==> src/otp_prog_pkg.sv <==
// Constants, types and timing for the one-time-programmable memory programmer.
package otp_prog_pkg;
   // System clock rate in kHz (25 MHz).
   localparam int CLK_KHZ = 25000;
   // Program pulse width limits and nominal, in microseconds.
   localparam int PULSE_NOM_US = 100;
   localparam int PULSE_MIN_US = 95;
   localparam int PULSE_MAX_US = 105;
   // Setup, hold and recovery times, in microseconds.
   localparam int SETUP_US = 2;
   // Data valid from chip enable, in microseconds.
   localparam int DATA_VALID_US = 1;
   // Cycle counts derived from the rate.
   localparam int PULSE_CYC = PULSE_NOM_US * CLK_KHZ / 1000;
   localparam int PULSE_MIN_CYC = (PULSE_MIN_US * CLK_KHZ + 999) / 1000;
   localparam int PULSE_MAX_CYC = PULSE_MAX_US * CLK_KHZ / 1000;
   localparam int SETUP_CYC = (SETUP_US * CLK_KHZ + 999) / 1000;
   localparam int VALID_CYC = (DATA_VALID_US * CLK_KHZ + 999) / 1000;
   // Retry limit for a byte that fails verification.
   localparam int MAX_RETRY = 10;
   // Address and data widths.
   localparam int ADDR_W = 16;
   localparam int DATA_W = 8;
   // Bit position of the identification line and byte-select line.
   localparam int ID_HV_BIT = 9;
   localparam int ID_SEL_BIT = 0;
   // Default last address of the array.
   localparam logic [15:0] LAST_ADDR = 16'hFFFF;
   // Supply settings requested of the external regulators.
   typedef enum logic [1:0] {VCC_OFF, VCC_READ_5V0, VCC_PROG_6V5} vcc_level_t;
   typedef enum logic [1:0] {VPP_LOW, VPP_PROG_13V0} vpp_level_t;
   // Pins toward the memory, travelling together.
   typedef struct packed {
      logic [15:0] addr;
      logic ce_n;
      logic oe_vpp_low;
      logic id_high_voltage_address_line;
      logic [7:0] data_out;
      logic data_oe;
   } mem_pins_t;
   // Supply requests travelling together.
   typedef struct packed {
      vcc_level_t vcc;
      vpp_level_t vpp;
   } supply_t;
endpackage

==> src/otp_interval_timer.sv <==
// Loadable down counter that marks the end of a timed interval.
module otp_interval_timer #(
   parameter int WIDTH = 12
) (
   // Clock and reset.
   input wire logic clk,
   input wire logic rst_n,
   // Load request and count.
   input wire logic load,
   input wire logic [WIDTH-1:0] count,
   // End of interval, a one-cycle pulse.
   output logic done
);
   // Remaining cycles.
   logic [WIDTH-1:0] remain;
   logic [WIDTH-1:0] next_remain;
   // Running flag.
   logic run;
   logic next_run;
   logic next_done;

   // Count down and pulse at zero.
   always_comb begin
      next_remain = remain;
      next_run = run;
      next_done = 1'b0;
      if (load) begin
         next_remain = count - WIDTH'(1);
         next_run = 1'b1;
      end else if (run) begin
         if (remain == '0) begin
            next_run = 1'b0;
            next_done = 1'b1;
         end else begin
            next_remain = remain - WIDTH'(1);
         end
      end
   end

   // Register the counter.
   always_ff @(posedge clk or negedge rst_n) begin
      if (!rst_n) begin
         remain <= '0;
         run <= 1'b0;
         done <= 1'b0;
      end else begin
         remain <= next_remain;
         run <= next_run;
         done <= next_done;
      end
   end
endmodule

==> src/otp_prog_sequencer.sv <==
// Programmer that writes, verifies and identifies a 64K x 8 one-time memory.
// Summary of operation
// - Program each byte with one 100 us low pulse.
// - Keep every pulse within 95 to 105 us.
// - Set first address, then raise both supplies; here address and core supply are set in one cycle.
// - Core supply on first, off last.
// - First pass: one pulse each, no verify.
// - Then verify-and-reprogram loop from first address.
// - Failing byte: up to ten pulses, verify each.
// - Still failing after ten: stop, flag failure.
// - Verified byte: advance until all addresses checked.
// - Then programming pin low, core supply 5.0V.
// - Read all bytes back; pass only if all match.
// - Identification: high voltage line, select picks byte.
module otp_prog_sequencer #(
   parameter logic [15:0] LAST = otp_prog_pkg::LAST_ADDR,
   parameter int PULSE_CYCLES = otp_prog_pkg::PULSE_CYC,
   parameter int SETUP_CYCLES = otp_prog_pkg::SETUP_CYC
) (
   // Clock and reset.
   input wire logic sys_clk,
   input wire logic arst_n,
   // Commands: start programming, or read identification bytes.
   input wire logic start,
   input wire logic id_start,
   // Source data lookup: address asked, byte returned the next cycle.
   output logic [15:0] src_addr,
   input wire logic [7:0] src_data,
   // Memory pins.
   output otp_prog_pkg::mem_pins_t pins,
   input wire logic [7:0] data_pins_in,
   // Supply requests.
   output otp_prog_pkg::supply_t supply,
   // Status.
   output logic busy,
   output logic done,
   output logic pass,
   output logic [7:0] maker_byte,
   output logic [7:0] type_byte
);
   localparam int TW = 12;
   // Synchronised reset.
   logic rst_meta;
   logic rst_n;
   always_ff @(posedge sys_clk or negedge arst_n) begin
      if (!arst_n) begin
         rst_meta <= 1'b0;
         rst_n <= 1'b0;
      end else begin
         rst_meta <= 1'b1;
         rst_n <= rst_meta;
      end
   end

   typedef enum logic [4:0] {
      S_IDLE, S_VCC_UP, S_VPP_UP, S_P1_SET, S_P1_PULSE, S_P1_HOLD,
      S_V_SET, S_V_READ, S_V_CMP, S_R_SET, S_R_PULSE, S_R_HOLD,
      S_VPP_DN, S_VCC_DN, S_RB_SET, S_RB_CMP,
      S_ID_SET, S_ID_READ, S_FINISH
   } state_t;

   // Sequencer state and its datapath.
   state_t state, next_state;
   logic [15:0] addr, next_addr;
   logic [3:0] tries, next_tries;
   logic [7:0] wdata, next_wdata;
   logic ok, next_ok;
   logic sel, next_sel;
   logic [7:0] next_maker, next_type;
   logic next_done;
   logic tmr_load;
   logic [TW-1:0] tmr_count;
   logic tmr_done;
   otp_prog_pkg::mem_pins_t next_pins;
   otp_prog_pkg::supply_t next_supply;

   // Shared interval timer; every wait comes from the system clock. Using one
   // timer keeps the area small at the cost of serialising all waits.
   otp_interval_timer #(.WIDTH(TW)) u_timer (
      .clk(sys_clk),
      .rst_n(rst_n),
      .load(tmr_load),
      .count(tmr_count),
      .done(tmr_done)
   );

   assign src_addr = addr;
   assign busy = (state != S_IDLE);

   // Next-state logic for the whole procedure.
   always_comb begin
      next_state = state;
      next_addr = addr;
      next_tries = tries;
      next_wdata = wdata;
      next_ok = ok;
      next_sel = sel;
      next_maker = maker_byte;
      next_type = type_byte;
      next_done = 1'b0;
      next_pins = pins;
      next_supply = supply;
      tmr_load = 1'b0;
      tmr_count = TW'(SETUP_CYCLES);
      unique case (state)
         S_IDLE: begin
            // Idle with pins quiet and the chip deselected.
            next_pins.ce_n = 1'b1;
            next_pins.data_oe = 1'b0;
            if (start) begin
               next_addr = '0;
               next_pins.addr = '0;
               next_ok = 1'b1;
               next_supply.vcc = otp_prog_pkg::VCC_PROG_6V5;
               tmr_load = 1'b1;
               next_state = S_VCC_UP;
            end else if (id_start) begin
               // Identification read at normal core supply.
               next_sel = 1'b0;
               next_supply.vcc = otp_prog_pkg::VCC_READ_5V0;
               next_supply.vpp = otp_prog_pkg::VPP_LOW;
               next_pins.oe_vpp_low = 1'b1;
               next_pins.addr = '0;
               next_pins.id_high_voltage_address_line = 1'b1;
               tmr_load = 1'b1;
               next_state = S_ID_SET;
            end
         end
         S_VCC_UP: if (tmr_done) begin
            // Programming supply follows the core supply.
            next_supply.vpp = otp_prog_pkg::VPP_PROG_13V0;
            next_pins.oe_vpp_low = 1'b0;
            tmr_load = 1'b1;
            next_state = S_VPP_UP;
         end
         S_VPP_UP: if (tmr_done) begin
            next_state = S_P1_SET;
         end
         S_P1_SET, S_R_SET: begin
            // Put address and data out, then wait the setup time.
            next_pins.addr = addr;
            next_pins.data_out = src_data;
            next_pins.data_oe = 1'b1;
            next_wdata = src_data;
            if (tmr_done) begin
               next_pins.ce_n = 1'b0;
               tmr_count = TW'(PULSE_CYCLES);
               tmr_load = 1'b1;
               next_state = (state == S_P1_SET) ? S_P1_PULSE : S_R_PULSE;
            end else if (pins.data_oe == 1'b0 || pins.addr != addr) begin
               tmr_load = 1'b1;
            end else if (next_pins.data_out != pins.data_out) begin
               tmr_load = 1'b1;
            end
         end
         S_P1_PULSE, S_R_PULSE: if (tmr_done) begin
            // End the pulse; address and data stay put for the hold time.
            next_pins.ce_n = 1'b1;
            tmr_load = 1'b1;
            next_state = (state == S_P1_PULSE) ? S_P1_HOLD : S_R_HOLD;
         end
         S_P1_HOLD: if (tmr_done) begin
            next_pins.data_oe = 1'b0;
            if (addr == LAST) begin
               next_addr = '0;
               next_tries = '0;
               next_state = S_V_SET;
            end else begin
               next_addr = addr + 16'h0001;
               next_state = S_P1_SET;
            end
            tmr_load = 1'b1;
         end
         S_V_SET: begin
            // Verify read with the chip selected and outputs released.
            next_pins.addr = addr;
            next_pins.data_oe = 1'b0;
            if (tmr_done) begin
               next_pins.ce_n = 1'b0;
               tmr_count = TW'(otp_prog_pkg::VALID_CYC);
               tmr_load = 1'b1;
               next_state = S_V_READ;
            end
         end
         S_V_READ: if (tmr_done) begin
            next_state = S_V_CMP;
         end
         S_V_CMP: begin
            next_pins.ce_n = 1'b1;
            tmr_load = 1'b1;
            if (data_pins_in == src_data) begin
               next_tries = '0;
               if (addr == LAST) begin
                  next_state = S_VPP_DN;
               end else begin
                  next_addr = addr + 16'h0001;
                  next_state = S_V_SET;
               end
            end else if (tries == 4'(otp_prog_pkg::MAX_RETRY)) begin
               next_ok = 1'b0;
               next_state = S_VPP_DN;
            end else begin
               next_tries = tries + 4'h1;
               next_state = S_R_SET;
            end
         end
         S_R_HOLD: if (tmr_done) begin
            next_pins.data_oe = 1'b0;
            tmr_load = 1'b1;
            next_state = S_V_SET;
         end
         S_VPP_DN: if (tmr_done) begin
            next_supply.vpp = otp_prog_pkg::VPP_LOW;
            next_pins.oe_vpp_low = 1'b1;
            tmr_load = 1'b1;
            next_state = S_VCC_DN;
         end
         S_VCC_DN: if (tmr_done) begin
            next_supply.vcc = otp_prog_pkg::VCC_READ_5V0;
            next_addr = '0;
            tmr_load = 1'b1;
            next_state = ok ? S_RB_SET : S_FINISH;
         end
         S_RB_SET: begin
            // Final read with both enables low.
            next_pins.addr = addr;
            next_pins.ce_n = 1'b0;
            next_pins.oe_vpp_low = 1'b0;
            if (tmr_done) begin
               next_state = S_RB_CMP;
            end
         end
         S_RB_CMP: begin
            if (data_pins_in != src_data) begin
               next_ok = 1'b0;
            end
            if (addr == LAST) begin
               next_pins.ce_n = 1'b1;
               next_pins.oe_vpp_low = 1'b1;
               next_state = S_FINISH;
            end else begin
               next_addr = addr + 16'h0001;
               tmr_load = 1'b1;
               next_state = S_RB_SET;
            end
         end
         S_ID_SET: begin
            next_pins.addr = '0;
            next_pins.addr[otp_prog_pkg::ID_SEL_BIT] = sel;
            next_pins.ce_n = 1'b0;
            next_pins.oe_vpp_low = 1'b0;
            if (tmr_done) begin
               next_state = S_ID_READ;
            end
         end
         S_ID_READ: begin
            if (sel) begin
               next_type = data_pins_in;
               next_pins.ce_n = 1'b1;
               next_pins.oe_vpp_low = 1'b1;
               next_pins.id_high_voltage_address_line = 1'b0;
               next_ok = 1'b1;
               next_state = S_FINISH;
            end else begin
               next_maker = data_pins_in;
               next_sel = 1'b1;
               tmr_load = 1'b1;
               next_state = S_ID_SET;
            end
         end
         S_FINISH: begin
            next_done = 1'b1;
            next_supply.vcc = otp_prog_pkg::VCC_OFF;
            next_state = S_IDLE;
         end
         default: next_state = S_IDLE;
      endcase
   end

   // Register the sequencer.
   always_ff @(posedge sys_clk or negedge rst_n) begin
      if (!rst_n) begin
         state <= S_IDLE;
         addr <= '0;
         tries <= '0;
         wdata <= '0;
         ok <= 1'b0;
         sel <= 1'b0;
         maker_byte <= '0;
         type_byte <= '0;
         done <= 1'b0;
         pins <= '{addr: 16'h0000, ce_n: 1'b1, oe_vpp_low: 1'b1,
                   id_high_voltage_address_line: 1'b0, data_out: 8'h00, data_oe: 1'b0};
         supply <= '{vcc: otp_prog_pkg::VCC_OFF, vpp: otp_prog_pkg::VPP_LOW};
      end else begin
         state <= next_state;
         addr <= next_addr;
         tries <= next_tries;
         wdata <= next_wdata;
         ok <= next_ok;
         sel <= next_sel;
         maker_byte <= next_maker;
         type_byte <= next_type;
         done <= next_done;
         pins <= next_pins;
         supply <= next_supply;
      end
   end
   assign pass = ok;

   // Helper: width of the current program pulse in cycles.
   logic [TW-1:0] pw;
   always_ff @(posedge sys_clk or negedge rst_n) begin
      if (!rst_n) begin
         pw <= '0;
      end else begin
         pw <= pins.ce_n ? '0 : pw + TW'(1);
      end
   end
   wire prog_mode = (supply.vpp == otp_prog_pkg::VPP_PROG_13V0);
   // Pulse limits scale with the configured nominal width. This way a shortened
   // pulse is judged against its own five percent band, not the full-rate one.
   localparam int PW_LO_CYC = (PULSE_CYCLES * otp_prog_pkg::PULSE_MIN_US
      + otp_prog_pkg::PULSE_NOM_US - 1) / otp_prog_pkg::PULSE_NOM_US;
   localparam int PW_HI_CYC = PULSE_CYCLES * otp_prog_pkg::PULSE_MAX_US
      / otp_prog_pkg::PULSE_NOM_US;
   // Cycles allowed from a failed byte to the programming supply going low.
   localparam int STOP_WAIT = SETUP_CYCLES + 2;

   property p_pulse_width;
      @(posedge sys_clk) disable iff (!rst_n)
      $rose(pins.ce_n) && prog_mode && pins.data_oe |->
         pw >= TW'(PW_LO_CYC) && pw <= TW'(PW_HI_CYC);
   endproperty
   a_pulse_width: assert property (p_pulse_width) else $error("Pulse width out of range.");
   property p_vpp_after_vcc;
      @(posedge sys_clk) disable iff (!rst_n)
      supply.vpp == otp_prog_pkg::VPP_PROG_13V0 |-> supply.vcc == otp_prog_pkg::VCC_PROG_6V5;
   endproperty
   a_vpp_after_vcc: assert property (p_vpp_after_vcc) else $error("Vpp without Vcc.");
   property p_data_stable;
      @(posedge sys_clk) disable iff (!rst_n)
      !pins.ce_n && prog_mode && pins.data_oe |=> $stable(pins.data_out) && $stable(pins.addr);
   endproperty
   a_data_stable: assert property (p_data_stable) else $error("Data moved in pulse.");
   property p_retry_limit;
      @(posedge sys_clk) disable iff (!rst_n)
      tries <= 4'(otp_prog_pkg::MAX_RETRY);
   endproperty
   a_retry_limit: assert property (p_retry_limit) else $error("Too many retries.");
   property p_fail_stops;
      @(posedge sys_clk) disable iff (!rst_n)
      state == S_V_CMP && data_pins_in != src_data && tries == 4'(otp_prog_pkg::MAX_RETRY)
         |=> (!ok && state == S_VPP_DN)
         ##[1:STOP_WAIT] (!ok && supply.vpp == otp_prog_pkg::VPP_LOW);
   endproperty
   a_fail_stops: assert property (p_fail_stops) else $error("Failure not flagged.");
   property p_readback_low_vpp;
      @(posedge sys_clk) disable iff (!rst_n)
      state == S_RB_CMP |-> supply.vpp == otp_prog_pkg::VPP_LOW
         && supply.vcc == otp_prog_pkg::VCC_READ_5V0;
   endproperty
   a_readback_low_vpp: assert property (p_readback_low_vpp) else $error("Bad readback supply.");
   property p_mismatch_fails;
      @(posedge sys_clk) disable iff (!rst_n)
      state == S_RB_CMP && data_pins_in != src_data |=> !ok;
   endproperty
   a_mismatch_fails: assert property (p_mismatch_fails) else $error("Mismatch not failed.");
   property p_id_line;
      @(posedge sys_clk) disable iff (!rst_n)
      state == S_ID_READ |-> pins.id_high_voltage_address_line
         && pins.addr[15:1] == 15'h0000 && pins.addr[0] == sel;
   endproperty
   a_id_line: assert property (p_id_line) else $error("Bad identification pins.");
   property p_first_addr;
      @(posedge sys_clk) disable iff (!rst_n)
      state == S_IDLE && start |=> pins.addr == 16'h0000;
   endproperty
   a_first_addr: assert property (p_first_addr) else $error("Not at first address.");
   c_pulse: cover property (@(posedge sys_clk) disable iff (!rst_n) $rose(pins.ce_n) && prog_mode);
   c_retry: cover property (@(posedge sys_clk) disable iff (!rst_n) state == S_R_PULSE);
   c_pass: cover property (@(posedge sys_clk) disable iff (!rst_n) done && pass);
   c_id: cover property (@(posedge sys_clk) disable iff (!rst_n) state == S_ID_READ && sel);
endmodule

==> config.mk <==
export PLATFORM = sky130hd
export DESIGN_NAME = otp_prog_sequencer
export DESIGN_NICKNAME = d
export VERILOG_FILES = /design/src/otp_prog_pkg.sv /design/src/otp_interval_timer.sv /design/src/otp_prog_sequencer.sv
export SDC_FILE = /design/constraint.sdc
export NUM_CORES = 1
export LEC_CHECK = 0
export BUFFER_PORTS_ARGS = -buffer_cell sky130_fd_sc_hd__buf_2
export CAP_MARGIN = 10
export CORE_MARGIN = 2
export CORE_UTILIZATION = 55
export DETAILED_ROUTE_END_ITERATION = 7
export GPL_TIMING_DRIVEN = 1
export PLACE_DENSITY = 0.83
export SYNTH_ARGS = -nofsm -noshare
export SYNTH_HDL_FRONTEND = slang
export SYNTH_HIERARCHICAL = 1
export SYNTH_SLANG_ARGS = --single-unit
export TNS_END_PERCENT = 1
==> constraint.sdc <==
create_clock -name sys_clk -period 6.6 [get_ports sys_clk]
set_clock_uncertainty 0.05 [all_clocks]
set_input_delay 0.33 -clock sys_clk [delete_from_list [all_inputs] [get_ports sys_clk]]
set_output_delay 0.33 -clock sys_clk [all_outputs]
set_load 0.005 [all_outputs]
---- Word level (Yosys, flattened, before mapping) ----
Cells that the tools add are included.
cells by class
  reductions and logical operators ........ 39
  bitwise operators ....................... 2
  mux-type cells .......................... 87
  equality and inequality tests ........... 51
  $add $sub $neg .......................... 4
operators by type and width
  kind                     number
  $mux W16                 8
  $mux W5                  17
  $pmux W16 S5             1
  $pmux W5 S16             1
  $mux W12                 4
  $pmux W16 S3             1
  $eq A5 B4 Y1 const B     8
  $mux W4                  8
  $ne A2 B1 Y1 const B     14
  $mux W1                  24
  $pmux W12 S2             1
  $sub A12 B1 Y12 const B  2
  $ne A2 B2 Y1 const B     11
  $eq A5 B3 Y1 const B     4
  $pmux W1 S6              3
  $add A16 B1 Y16 const B  1
  $eq A16 B16 Y1 const B   1
  $mux W2                  8
  $ne A16 B16 Y1           1
  $ne A8 B8 Y1             2
  $eq A5 B5 Y1 const B     3
  $reduce_and A5 Y1        3
  $reduce_and A13 Y1       1
  $logic_not A12 Y1        1
  30 further kinds         55
word-level totals
  output and inout bits ................... 67
  input port bits ......................... 20
  flip-flop bits (word level) ............. 92
  logic and storage cells ................. 204

---- Depth between registers and ports, before layout ----
  word-level depth ........................ 7
  depth in mapped cells ................... 16
  depth with buffers taken out ............ 12

---- Modules after synthesis ----
Netlist, hierarchy kept.
modules (own cells, without submodules)
  module              area each (µm²)  times used  sequential area each (µm²)  cells each
  otp_prog_sequencer  4578.1           1           1929.4                      466
  otp_interval_timer  1122.3           1           350.3                       120

---- Worst setup path after synthesis ----
Ideal clock, no wire load.
  path kind ............................... register to register
  from .................................... register state[2]
  to ...................................... register u_timer.remain[8]
  period minus slack after synthesis ...... 3.854 ns
  setup time .............................. 0.130 ns
  data arrival time ....................... 3.674 ns
  path buffers ............................ 4
  data required time ...................... 6.420 ns
  stages on the path, launching flop included .. 16
  slack ................................... 2.746 ns
  cell sequence ........................... dfrtp_1 > buf_2 > nor2_1 > nand2_1 > nor3_2 > o21bai_1 > a211o_1 > buf_6 > buf_2 > buf_1 > mux2i_1 > ha_1 > o21ai_2 > and4bb_2 > mux2i_1 > a22oi_1
on the way
  word-level cells in the longest chain between the ends .. 5
  elaborated cells between the ends (all ways) .. 23
  those cells by class .................... add/sub (1); eq/ne (14); mux (3); reduce/logical (5)
ends and longest elaborated chain
  item                                                                   line                       source
  start, declared                                                        otp_prog_sequencer.sv:63   state_t state, next_state;
  start signal, assigned                                                 otp_prog_sequencer.sv:296  state <= next_state;
  $eq A5 B3 Y1, or another cell as far along                             otp_prog_sequencer.sv:105  unique case (state)
  $reduce_or A8 Y1 (no line) / $reduce_or A2 Y1 (equally long branches)  --
  $pmux W1 S6 *                                                          otp_prog_sequencer.sv:105
  named net tmr_load                                                     otp_prog_sequencer.sv:71   logic tmr_load;
  $ne A2 B2 Y1 (no line) / $reduce_bool A2 Y1 (equally long branches)    --
  $reduce_and A2 Y1 (no line)                                            --
  end signal, assigned                                                   otp_interval_timer.sv:47   remain <= next_remain;
  end, declared                                                          otp_interval_timer.sv:15   logic [WIDTH-1:0] remain;
The timed path passes the listed nets; every way through them passes the cells marked *.
A chain may end at the register's enable or synchronous reset.

---- Worst setup path in the final report ----
Same ends and word-level chain as after synthesis.

==> key figures <==
Outcome
  – Outcome: completed

Synth
  – Seq/Total Area, Yosys: about two fifths
  – Synth warn: 6
  – Post-synthesis instance total: 586
  – Synthesized area: between 5000 and 6000 µm²
  – Synth Flop Type: dfrtp_1
  – Post-synth EDFFs: 0
  – Post-synth cell types: 86
  – Register bit total from synthesis: slightly above 90
  – FFs w/ async S/R, synth: 100%
  – Mean post-synth cell area: 9.73 µm²

Setup path
  – Source of the worst register-to-register timing path: state[2]
  – Critical path origin: state[2]
  – CP cell instances: nor2_1, nand2_1, nor3_2, o21bai_1, a211o_1, mux2i_1, ha_1, o21ai_2, and4bb_2, mux2i_1, a22oi_1
  – Register-to-register setup slack: about 1.7 ns
  – Worst-path maximum fanout: 35
  – Crit path largest cell delay: 0.88 ns
  – Worst Setup End Kind: register
  – Most used cell along the critical path: mux2i_1
  – WS Path Type: register to register
  – Worst R2R Path Depth: 11
  – CP arrival: approximately 5.1 ns
  – Reg2Reg Capture Point: u_timer/remain[8]
  – CP Launch Type: register
  – CP max stage cell: a211o_1
  – Data required, critical path: 6.79 ns

STA
  – Tcrit/Tclk final: roughly three quarters
  – Hold_ws: roughly 0.18 ns
  – RSZ-0062 raised after global routing: no
  – Crit path time final: 4.93 ns
  – Max-slew headroom: between 20% and 30%
  – TNS Setup: 0 ns
  – Slew Limit Fails: 0
  – Final hold violation count: 0
  – # setup viols final: 0
  – Worst-Margin Slew: around 1.1 ns
  – Max frequency: around 200 MHz

Clock network
  – H-tree levels: 3
  – CTS clk-pin slew, worst paths: 0.10 ns
  – CTS Sinks: slightly above 90
  – Post-CTS sizing: 0
  – Root cell of the clock tree: clkbuf_8
  – CTS tree: built
  – Worst-Skew Late Latency: ~0.38 ns
  – Clock Path Buffers: 2
  – Cts bufs inserted: 9
  – Post-CTS setup buffers: 0

Final layout
  – N_diodes: 0
  – Commonest non-fill, non-tap cell in the layout: dfrtp_1
  – Most frequent cells in the layout: 88 x dfrtp_1, 85 x buf_2, 45 x nor2_1, 44 x nand2_1, 34 x o21ai_0
  – Layout cells sized above 1: between 20 and 30%
  – Non-Filler Instances: between 800 and 900
  – FILL cells: about 870
  – Final instance area: 6370 µm²
  – Fin nets: between 600 and 700
  – Area delta synth->final: 11.7%

Global route
  – GRT overflow: 0
  – GRT Util Overall: a little over a quarter
  – Vias in the first global route: between 4000 and 5000
  – Initial antenna violation count: 0
  – Pin count of the biggest net entering global routing: 90
  – First-pass GRT wire length: about 24000 µm

Pwr
  – Leakage: 2.77 nW
  – Clock power frac: around 15%
  – Switching Fraction: between 40% and 50%
  – Comb pwr share: 50.0%
  – Psw: 1.18 mW
  – Sequential Power Share: 35.5%
  – Pwr dens: roughly 420 nW/µm²
  – Pint: about 1.5 mW
  – Peak VDD IR: ~0.00030 V
  – Tot Pwr: around 2.7 mW

Placement
  – Dpl cell area: between 6000 and 7000 µm²
  – Post-DP HPWL: 10500 µm
  – GPL Wtd Cong: approximately 0.9
  – Placed Instances: a little under 800
  – Input/output buffers: 85

Min path
  – Worst hold endpoint: type_byte[2]
  – Hold Crit Depth: 2
  – Hold_sp: data_pins_in[2]
  – Min-delay worst type: input port to register

Floorplanning
  – Core area: around 10000 µm²
  – Placement row count: 37
  – Initial Util: a little under three fifths
  – Die H: ~110 µm
  – Die Area: between 10000 and 15000 µm²
  – Die width: 106 µm
  – I/O Pins: slightly below 90

Drt
  – DRC violations left: 0
  – DR vias/cell: about 6.3
  – Final ANT Viol Nets: 0
  – Router iterations before antenna repair: 5
  – Via count: 5066
  – DR WL/cell: roughly 19 µm
  – Overall routed net length: 14900 µm
  – 1st-iter DRT viols: 450

Run
  – Max Cap Violations: 0
## metal layers
layer	part of all wire (%)	vias to the layer above	GRT usage, %	routed length, µm
met5	0	-	0	0
li1	-	2303	-	-
met1	42	2477	38.5	6300
met4	2.3	0	10.3	342
met2	48	256	41.9	7100
met3	7.9	30	4.64	1180
## cell type report
cell class              count  area [µm²]  area share [%]
repair buffers             94         515            8.09
clock buffers              13         169            2.65
multi-input cells         452        3150            49.5
well taps                 136         170            2.67
inverters                  14        52.6           0.825
clock inverters             3        28.8           0.452
flip-flops and latches     91        2280            35.8
## sequential cells by signal (all words and copies together), names as in the netlist, 3 cells and up
register,flops
pins,28
src_addr,16
u_timer/remain,12
maker_byte,8
type_byte,8
state,5
tries,4
supply,3
## per-stage QoR
stage                     utilization, %  setup WS (ns)
after global placement              60.2           2.09
after floorplan                        -           2.75
after CTS                           62.2           1.70
after global routing                62.5           1.24
final                               62.5           1.67
after detailed placement            60.2           1.79
## critical path, delay by kind of cell, from the launching register on
| kind | cells | cell delay, ns |
|---|---|---|
| and+or+nand+nor | 4 | 1.77 |
| AOI/OAI and AO/OA | 4 | 1.40 |
| DFF | 1 | 0.69 |
| adders and majority gates | 1 | 0.31 |
| muxes | 2 | 0.55 |
## kinds of logic after synthesis
kind of cell	count (synthesis)	share of synthesized area [%]
simple gates	206	21.1
compound gates	160	20.1
flops	91	40.0
buf+inv	49	5.14
xor+xnor	43	6.61
mux	31	6.01
fa+ha+maj	4	0.878
other cells	2	0.132
## synthesized netlist by cell type (all sizes together) (3+ instances only)
library cell  instances  share of area, %
nand3                11               1.1
a211o                 4              0.61
o22ai                 8              0.99
nor4                 11               1.7
xor2                 21               3.2
a211oi                3              0.40
o31ai                 7              0.92
nand2                44               2.9
or2                   6              0.66
buf                  24               3.2
clkbuf               10              0.83
a22o                 16               2.5
mux2i                 5              0.88
ha                    4              0.88
nor2                 46               3.1
nand2b               11               1.2
or4                   6              0.79
o32a                  6               1.1
nand3b                6              0.79
and3                  3              0.37
a21o                  4              0.53
a221oi                4              0.72
nand4                14               1.8
nor3                 16               1.8
a21oi                31               3.1
or3                  12               1.5
xnor2                22               3.4
dfrtp                89                39
o211ai                4              0.53
o22a                  3              0.46
o41ai                 3              0.59
o21ai                37               3.4
inv                  14              0.92
nor2b                 5              0.55
a31oi                 9               1.3
nor3b                 4              0.79
mux2                 26               5.1
## worst max path at each step
stage                                    to  slack [ns]  cells after the start
after floorplan           u_timer/remain[8]        2.75                     15
after global placement    u_timer/remain[8]        2.09                     11
after detailed placement  u_timer/remain[8]        1.79                     11
after CTS                 u_timer/remain[8]        1.70                     11
after global routing      u_timer/remain[7]        1.24                     11
final                     u_timer/remain[8]        1.67                     11
## power by group through the flow
stage	sequential, mW	combinational, mW	clock, mW
2_1_floorplan	0.878	1.05	0
3_3_place_gp	0.935	1.27	0
3_5_place_dp	0.947	1.30	0
4_1_cts	0.938	1.31	0.392
5_1_grt	0.972	1.46	0.411
6_report	0.945	1.33	0.388
## what timing repair did
| action | CTS | global route |
|---|---|---|
| hold buffers | 1 | 0 |
| endpoints found under the setup margin | 0 | 0 |
| endpoints found under the hold margin | 2 | 0 |
Power figures use the tool's default switching activity.
